[config.mk]
export PLATFORM = sky130hd
export DESIGN_NAME = sps_pin_select
export DESIGN_NICKNAME = d
export VERILOG_FILES = /design/src/pkg/sps_pkg.sv /design/src/rtl/sps_pin_select.sv
export VERILOG_INCLUDE_DIRS = /design/src /design/src/pkg
export SDC_FILE = /design/constraint.sdc
export NUM_CORES = 1
export LEC_CHECK = 0
export BUFFER_PORTS_ARGS = -buffer_cell sky130_fd_sc_hd__buf_2
export CORE_AREA = 2 2 113 82
export DETAILED_ROUTE_END_ITERATION = 6
export DIE_AREA = 0 0 115 84
export PLACE_DENSITY_LB_ADDON = 0.1
export SLEW_MARGIN = 10
export SYNTH_ARGS = -nofsm -noshare
export SYNTH_HDL_FRONTEND = slang
export SYNTH_SLANG_ARGS = --single-unit
[constraint.sdc]
create_clock -name clk -period 4.6 [get_ports clk]
set_input_delay 0.23 -clock clk [delete_from_list [all_inputs] [get_ports clk]]
set_output_delay 0.23 -clock clk [all_outputs]
set_load 0.02 [all_outputs]
[src/pkg/sps_defines.svh]
`ifndef SPS_DEFINES_SVH
`define SPS_DEFINES_SVH

`define SPS_IDX_CFG5 8'h25
`define SPS_IDX_REV 8'h27
`define SPS_IDX_SMIEN 8'h28
`define SPS_IDX_PINFN 8'h2A
`define SPS_IDX_STAT 8'h30
`define SPS_IDX_MASK 8'h31
`define SPS_CFG5_IRQ2_BIT 5
`define SPS_CFG5_FAN_LO 0
`define SPS_CFG5_WMASK 8'h23
`define SPS_PINFN_STRAP_BIT 7
`define SPS_PINFN_CHAS_BIT 6
`define SPS_PINFN_P27_LO 4
`define SPS_PINFN_LED_DRIVE_SECOND_BIT 3
`define SPS_PINFN_P25_LO 1
`define SPS_PINFN_OVERTEMP_OUT_FIRST_BIT 0
`define SPS_PINFN_WMASK 8'h7F
`define SPS_RESET_BYTE 8'h00
`define SPS_REV_DEFAULT 8'h01

`endif

[src/pkg/sps_pkg.sv]
package sps_pkg;
    typedef enum logic [1:0] {
        SPS_FAN_GPIO = 2'h0,
        SPS_FAN_TACH = 2'h1
    } sps_fan_sel_type;
    typedef enum logic [1:0] {
        SPS_P27_GPIO = 2'h0,
        SPS_P27_RING = 2'h1,
        SPS_P27_ALARM = 2'h2
    } sps_p27_sel_type;
    typedef enum logic [1:0] {
        SPS_P25_GPIO = 2'h0,
        SPS_P25_LED_DRIVE_FIRST = 2'h1,
        SPS_P25_OVERTEMP_OUT_SECOND = 2'h2
    } sps_p25_sel_type;
endpackage

[src/rtl/sps_pin_select.sv]
`timescale 1ns/1ps
`default_nettype none
`include "sps_defines.svh"

// Functional notes
// - Interrupt-line-two enable bit, read-write, cleared at reset, mirrors management interrupt.
// - Two-bit pin select: 00 general IO, 01 fan tach two, others reserved.
// - Read-only revision register at index 27h; writes ignored.
// - Enable bits 7,6,5 gate voltage, temperature and chassis events; reset zero.
// - Enable bit 4 gates mouse, bit 3 keyboard interrupt into management interrupt.
// - Bits 2,1,0 gate keyboard port line two, general inputs, watchdog.
// - Pin function register at 2Ah keeps contents; defaults only at battery reset.
// - Bit 7 read-only, latched from two straps at standby power-up.
// - Bit 6 selects battery IO line 5 or chassis intrusion output.
// - Bits 5-4: 00 general IO, 01 ring input, 10 alarm.
// - Bit 3 selects battery IO line 3 or second LED output.
// - Bits 2-1: 00 IO, 01 first LED, 10 second overtemp only with first.
// - Bit 0 selects battery IO line 1 or first overtemp output.
// - Only first overtemp output: any of four sources activates it.
// - Both outputs: remote two drives second; others drive first only.
module sps_pin_select #(
    parameter logic [7:0] REVISION = `SPS_REV_DEFAULT // Arbitrary value.
) (
    input wire logic clk,
    input wire logic nrst,
    input wire logic nbat_rst,
    input wire logic [7:0] addr,
    input wire logic [7:0] wdata,
    input wire logic wr,
    input wire logic rd,
    output logic [7:0] rdata,
    input wire logic [1:0] power_control_straps,
    input wire logic voltage_monitor,
    input wire logic temp_event,
    input wire logic chassis_intrusion_out,
    input wire logic mouse_irq,
    input wire logic keyboard_irq,
    input wire logic keyboard_port_one_line_two,
    input wire logic general_input_events,
    input wire logic watchdog_output,
    input wire logic ot_remote_one,
    input wire logic ot_remote_two,
    input wire logic ot_local,
    input wire logic ot_voltage,
    output logic system_management_interrupt,
    output logic irq2_out,
    output logic irq,
    output logic [1:0] fan_pin_sel,
    output logic standby_pins_analog,
    output logic chassis_pin_sel,
    output logic [1:0] ring_pin_sel,
    output logic led_drive_second_pin_sel,
    output logic [1:0] led_drive_first_pin_sel,
    output logic overtemp_out_first_pin_sel,
    output logic overtemp_out_first,
    output logic overtemp_out_second
);
    logic rst_s1, rst_s2;
    logic bat_s1, bat_s2;
    logic [7:0] src_s1, src_s2;
    logic [3:0] ot_s1, ot_s2;
    logic [1:0] strap_s1, strap_s2;
    logic [1:0] strap_age;
    logic strap_taken;
    logic [7:0] cfg5;
    logic [7:0] smien;
    logic [6:0] pinfn;
    logic strap_bit;
    logic [7:0] status;
    logic [7:0] mask;
    logic [7:0] src_raw;
    logic [7:0] gated;
    logic overtemp_out_first_en, overtemp_out_second_en;
    logic next_ot1, next_ot2;
    logic [7:0] next_rdata;
    logic stat_rd;

    assign src_raw = {voltage_monitor, temp_event, chassis_intrusion_out, mouse_irq,
                      keyboard_irq, keyboard_port_one_line_two, general_input_events,
                      watchdog_output};

    always_ff @(posedge clk or negedge nrst) begin
        if (!nrst) begin
            rst_s1 <= 1'b0;
            rst_s2 <= 1'b0;
        end else begin
            rst_s1 <= 1'b1;
            rst_s2 <= rst_s1;
        end
    end

    // Battery-domain reset gets its own synchroniser.
    always_ff @(posedge clk or negedge nbat_rst) begin
        if (!nbat_rst) begin
            bat_s1 <= 1'b0;
            bat_s2 <= 1'b0;
        end else begin
            bat_s1 <= 1'b1;
            bat_s2 <= bat_s1;
        end
    end

    always_ff @(posedge clk or negedge rst_s2) begin
        if (!rst_s2) begin
            src_s1 <= `SPS_RESET_BYTE;
            src_s2 <= `SPS_RESET_BYTE;
            ot_s1 <= 4'h0;
            ot_s2 <= 4'h0;
        end else begin
            src_s1 <= src_raw;
            src_s2 <= src_s1;
            ot_s1 <= {ot_voltage, ot_local, ot_remote_two, ot_remote_one};
            ot_s2 <= ot_s1;
        end
    end

    // The strap synchroniser lives in the standby domain; the age bits mark when its
    // second stage holds a real pin sample rather than the reset value.
    always_ff @(posedge clk or negedge bat_s2) begin
        if (!bat_s2) begin
            strap_s1 <= 2'h0;
            strap_s2 <= 2'h0;
            strap_age <= 2'h0;
        end else begin
            strap_s1 <= power_control_straps;
            strap_s2 <= strap_s1;
            strap_age <= {strap_age[0], 1'b1};
        end
    end

    // Straps are caught once after standby release; power control off means analog set.
    always_ff @(posedge clk or negedge bat_s2) begin
        if (!bat_s2) begin
            strap_taken <= 1'b0;
            strap_bit <= 1'b0;
        end else if (!strap_taken && strap_age[1] && rst_s2) begin
            strap_taken <= 1'b1;
            strap_bit <= &strap_s2;
        end
    end

    always_ff @(posedge clk or negedge rst_s2) begin
        if (!rst_s2) begin
            cfg5 <= `SPS_RESET_BYTE;
        end else if (wr && addr == `SPS_IDX_CFG5) begin
            cfg5 <= wdata & `SPS_CFG5_WMASK;
        end
    end

    always_ff @(posedge clk or negedge rst_s2) begin
        if (!rst_s2) begin
            smien <= `SPS_RESET_BYTE;
        end else if (wr && addr == `SPS_IDX_SMIEN) begin
            smien <= wdata;
        end
    end

    // Held by the battery reset only, so main reset leaves it intact.
    always_ff @(posedge clk or negedge bat_s2) begin
        if (!bat_s2) begin
            pinfn <= 7'h00;
        end else if (wr && rst_s2 && addr == `SPS_IDX_PINFN) begin
            pinfn <= wdata[6:0];
        end
    end

    always_ff @(posedge clk or negedge rst_s2) begin
        if (!rst_s2) begin
            mask <= `SPS_RESET_BYTE;
        end else if (wr && addr == `SPS_IDX_MASK) begin
            mask <= wdata;
        end
    end

    assign gated = src_s2 & smien;
    assign stat_rd = rd && addr == `SPS_IDX_STAT;

    // New events win over the clearing read.
    always_ff @(posedge clk or negedge rst_s2) begin
        if (!rst_s2) begin
            status <= `SPS_RESET_BYTE;
        end else if (stat_rd) begin
            status <= gated;
        end else begin
            status <= status | gated;
        end
    end

    always_ff @(posedge clk or negedge rst_s2) begin
        if (!rst_s2) begin
            system_management_interrupt <= 1'b0;
            irq2_out <= 1'b0;
            irq <= 1'b0;
        end else begin
            system_management_interrupt <= |gated;
            irq2_out <= (|gated) & cfg5[`SPS_CFG5_IRQ2_BIT];
            irq <= |(status & mask);
        end
    end

    assign overtemp_out_first_en = pinfn[`SPS_PINFN_OVERTEMP_OUT_FIRST_BIT];
    assign overtemp_out_second_en = overtemp_out_first_en &&
        pinfn[`SPS_PINFN_P25_LO +: 2] == sps_pkg::SPS_P25_OVERTEMP_OUT_SECOND;

    always_comb begin
        next_ot1 = 1'b0;
        next_ot2 = 1'b0;
        if (overtemp_out_second_en) begin
            next_ot1 = ot_s2[0] | ot_s2[2] | ot_s2[3];
            next_ot2 = ot_s2[1];
        end else if (overtemp_out_first_en) begin
            next_ot1 = |ot_s2;
        end
    end

    always_ff @(posedge clk or negedge rst_s2) begin
        if (!rst_s2) begin
            overtemp_out_first <= 1'b0;
            overtemp_out_second <= 1'b0;
        end else begin
            overtemp_out_first <= next_ot1;
            overtemp_out_second <= next_ot2;
        end
    end

    always_ff @(posedge clk or negedge rst_s2) begin
        if (!rst_s2) begin
            fan_pin_sel <= 2'h0;
            standby_pins_analog <= 1'b0;
            chassis_pin_sel <= 1'b0;
            ring_pin_sel <= 2'h0;
            led_drive_second_pin_sel <= 1'b0;
            led_drive_first_pin_sel <= 2'h0;
            overtemp_out_first_pin_sel <= 1'b0;
        end else begin
            fan_pin_sel <= cfg5[`SPS_CFG5_FAN_LO +: 2];
            standby_pins_analog <= strap_bit;
            chassis_pin_sel <= pinfn[`SPS_PINFN_CHAS_BIT];
            ring_pin_sel <= pinfn[`SPS_PINFN_P27_LO +: 2];
            led_drive_second_pin_sel <= pinfn[`SPS_PINFN_LED_DRIVE_SECOND_BIT];
            led_drive_first_pin_sel <= overtemp_out_second_en ? sps_pkg::SPS_P25_OVERTEMP_OUT_SECOND :
                (pinfn[`SPS_PINFN_P25_LO +: 2] == sps_pkg::SPS_P25_OVERTEMP_OUT_SECOND ?
                 sps_pkg::SPS_P25_GPIO : pinfn[`SPS_PINFN_P25_LO +: 2]);
            overtemp_out_first_pin_sel <= overtemp_out_first_en;
        end
    end

    always_comb begin
        case (addr)
            `SPS_IDX_CFG5: next_rdata = cfg5;
            `SPS_IDX_REV: next_rdata = REVISION;
            `SPS_IDX_SMIEN: next_rdata = smien;
            `SPS_IDX_PINFN: next_rdata = {strap_bit, pinfn};
            `SPS_IDX_STAT: next_rdata = status;
            `SPS_IDX_MASK: next_rdata = mask;
            default: next_rdata = `SPS_RESET_BYTE;
        endcase
    end

    always_ff @(posedge clk or negedge rst_s2) begin
        if (!rst_s2) begin
            rdata <= `SPS_RESET_BYTE;
        end else if (rd) begin
            rdata <= next_rdata;
        end else begin
            rdata <= `SPS_RESET_BYTE;
        end
    end
endmodule

`default_nettype wire

==> results by group <==
GRT
  – Most used routing layer: met1
  – Total gr overflow: 0
  – First-pass GRT wire length: approximately 11,000 um
  – Met1 usage: 0.2315
  – Vias in the first global route: a little over 2k
  – Grt met3 use: 0.04938
  – Antenna violations before repair: 0
  – Largest net degree at the start of global routing: 75
  – GRT Total Usage: 0.1574
  – Met2 Track Usage GR: 0.2123

Timing
  – Final worst-path cycle share: 0.3458
  – Final Skew: just under 0.007 ns
  – Tightest Pin Transition: about 0.93 ns
  – Fmax: around 630 MHz
  – Slew HR: 0.3796
  – Setup tns final: 0 ns
  – Fin crit period: ~1.6 ns
  – Final setup violation count: 0
  – Hold Fails Final Rpt: 0
  – RSZ-0062 raised after global routing: no
  – Max Slew Vio Count: 0

Layout
  – Ant diodes: 0
  – Synth-to-Final Area Change: 25.27%
  – Final #Nets: approximately 330
  – Most frequent cells in the layout: dfrtp_1, buf_2, mux2_2
  – Commonest non-fill, non-tap cell in the layout: dfrtp_1
  – Layout cell share with drive strength beyond 1: 0.3597
  – Storage cell area: 2328 sq um
  – Fillers: approximately 800
  – Area of the multi-input gates: 975.9 sq um
  – Post-route insts no fill: approximately 410

Clocking
  – CTS Sinks: 93
  – Clock transition at path regs: about 0.060 ns
  – CTS tree: built
  – Root Driver: clkbuf_16
  – Skew-Pair Late Insertion Delay: approximately 0.34 ns
  – # H-tree levels: 3
  – Clock buffer depth: 2
  – Postcts setup bufs: 0
  – CTS buffer count: 9

Place
  – Cells after DPL: between 300 and 400
  – Post-DP HPWL: between 4000 and 5000 um
  – Port Buffer Count: 57
  – GP Congestion: 0.9189

Worst setup path
  – Maximum fanout along the worst path: 13
  – Critical path type: primary input to flip-flop
  – Critical Path Source Type: primary input
  – Crit path capture type: flip-flop
  – Reg2Reg Setup Slack: between 3 and 4 ns
  – Required time worst endpoint: around 4.8 ns
  – Slowest stage delay, CP: approximately 0.39 ns
  – CP Data Arrival Time: between 1.5 and 2 ns
  – Slowest-stage cell, CP: and3_1
  – CP most frequent cell: and3_1
  – Critical path cell sequence: buf_2, nor3b_4, and3_1, and3_1, mux2_2
  – R2R depth: 4

Floorplanning
  – Die ar.: about 9700 sq um
  – FP Rows: 29
  – Core area: ~8700 sq um
  – Die width: roughly 120 um
  – Initial core utilization: 0.3826
  – Die height: ~84 um
  – Io pins: a little under 60

Yosys
  – Mapped Cells: roughly 220
  – Yosys reg bits: slightly above 90
  – Synth cell types: 36
  – Main flop type after synthesis: dfrtp_1
  – Cell Area, Synth: around 3300 sq um
  – Register area share after synthesis: 0.6985
  – Syn_area_per_cell: between 15 and 20 sq um
  – Post-synth ARST share: 1.000
  – Count of yosys warnings during synthesis: 0
  – Largest area contributor in the netlist: dfrtp_1
  – Yosys top cell area share: 0.6985
  – Post-synth EDFFs: 0
  – Top cells by area, synth: dfrtp_1, mux2_2, mux2i_1

Hold path
  – Hold Crit Depth: 2
  – Hold WC Path Type: primary input to flip-flop

Drt
  – WL final: 6831 um
  – Via count: about 2.0k
  – DRT iter0 DRCs: 86
  – Vias per cell: roughly 5
  – DR pass1 iterations: 4
  – Routed WL per cell: roughly 17 um
  – # DRC: 0
  – Post-DRT Antenna Nets: 0

Pwr
  – Static Leak: a little over 2 nW
  – PwrDens: between 400 and 500 nW/um^2
  – Final total power: about 1.7 mW
  – Peak VDD IR: about 0.23 mV

Flow run
  – Reported max-cap violation count: 0

Status
  – Outcome: complete, no violations
## sequential cells by signal (all words and copies together) (netlist names), 2 cells and up
| register | count |
|---|---|
| mask | 8 |
| rdata | 8 |
| cfg5 | 3 |
| smien | 8 |
| src_s2 | 8 |
| ot_s1 | 4 |
| pinfn | 7 |
| src_s1 | 8 |
| fan_pin_sel | 2 |
| strap_s2 | 2 |
| ot_s2 | 4 |
| ring_pin_sel | 2 |
| status | 8 |
| strap_age | 2 |
| led_drive_first_pin_sel | 2 |
| strap_s1 | 2 |
## layer usage
| metal | up-vias | part of all wire |
|---|---|---|
| met3 | 13 | 0.054 |
| met5 | - | 0 |
| met1 | 1022 | 0.51 |
| met2 | 57 | 0.42 |
| met4 | 0 | 0.018 |
| li1 | 946 | - |
## synthesized netlist by cell type, types with 3 or more instances
cell	count
nand3_1	7
nand2_1	11
nor2_1	7
mux2_2	29
mux2i_1	10
a31oi_1	3
dfrtp_1	93
a22oi_1	6
o22a_1	5
a22o_1	11
a21o_1	3
## timing repair
action | in CTS | in global routing
endpoints found under the setup margin | 0 | 0
gates resized for setup | 0 | 0
hold endpoints to repair | 18 | 0
hold buffers | 16 | 0
## cells by family (layout without fill, tap and decap cells)
kind of cell,count (synthesis),after routing,share of synthesized area
AOI/OAI and AO/OA,34,34,0.08186
and+or+nand+nor,43,43,0.07961
buffers and inverters,6,91,0.01089
muxes,39,39,0.1281
DFF,93,93,0.6985
other,1,3,0.001125
## power by group
group / total, mW / switching, mW / internal [mW]
Clock: 0.682 / 0.303 / 0.379
Sequential: 0.923 / 0.0461 / 0.877
Combinational: 0.137 / 0.0663 / 0.0707
## area by class of cell
| type | instances | area share |
|---|---|---|
| Clock inverter | 6 | 0.009293 |
| Clock buffer | 10 | 0.05725 |
| Sequential cell | 93 | 0.5579 |
| Inverter | 1 | 0.0008993 |
| Timing Repair Buffer | 74 | 0.1085 |
| Multi-Input combinational cell | 119 | 0.2338 |
| Tap cell | 108 | 0.03237 |
## worst max-delay path: cells and delay by family
family | cells | cell delay, ns
buf+inv | 1 | 0.20
mux | 1 | 0.38
simple gates | 3 | 1.00
## per-stage QoR
step / instance area (sq um) / hold WS (ns) / utilization / worst slack (ns)
final: 4174 / 0.1535 / 0.4793 / 3.009
after global routing: 4174 / 0.1479 / 0.4793 / 2.919
after CTS: 4174 / 0.1398 / 0.4793 / 3.015
after detailed placement: 3736 / 0.01949 / 0.4290 / 2.658
after global placement: 3736 / 0.01686 / 0.4290 / 2.656
after floorplan: 3339 / -0.06559 / - / 1.729
## final timing paths
kind	start	end
worst max-delay path	addr[0]	pinfn[0]
worst min-delay path	wdata[7]	smien[7]
worst max register to register	smien[4]	irq2_out
worst min register to register	bat_s2	pinfn[3]
max in group asynchronous	rst_s2	rdata[0]
min in group asynchronous	nbat_rst	bat_s1
Power figures use the tool's default switching activity.
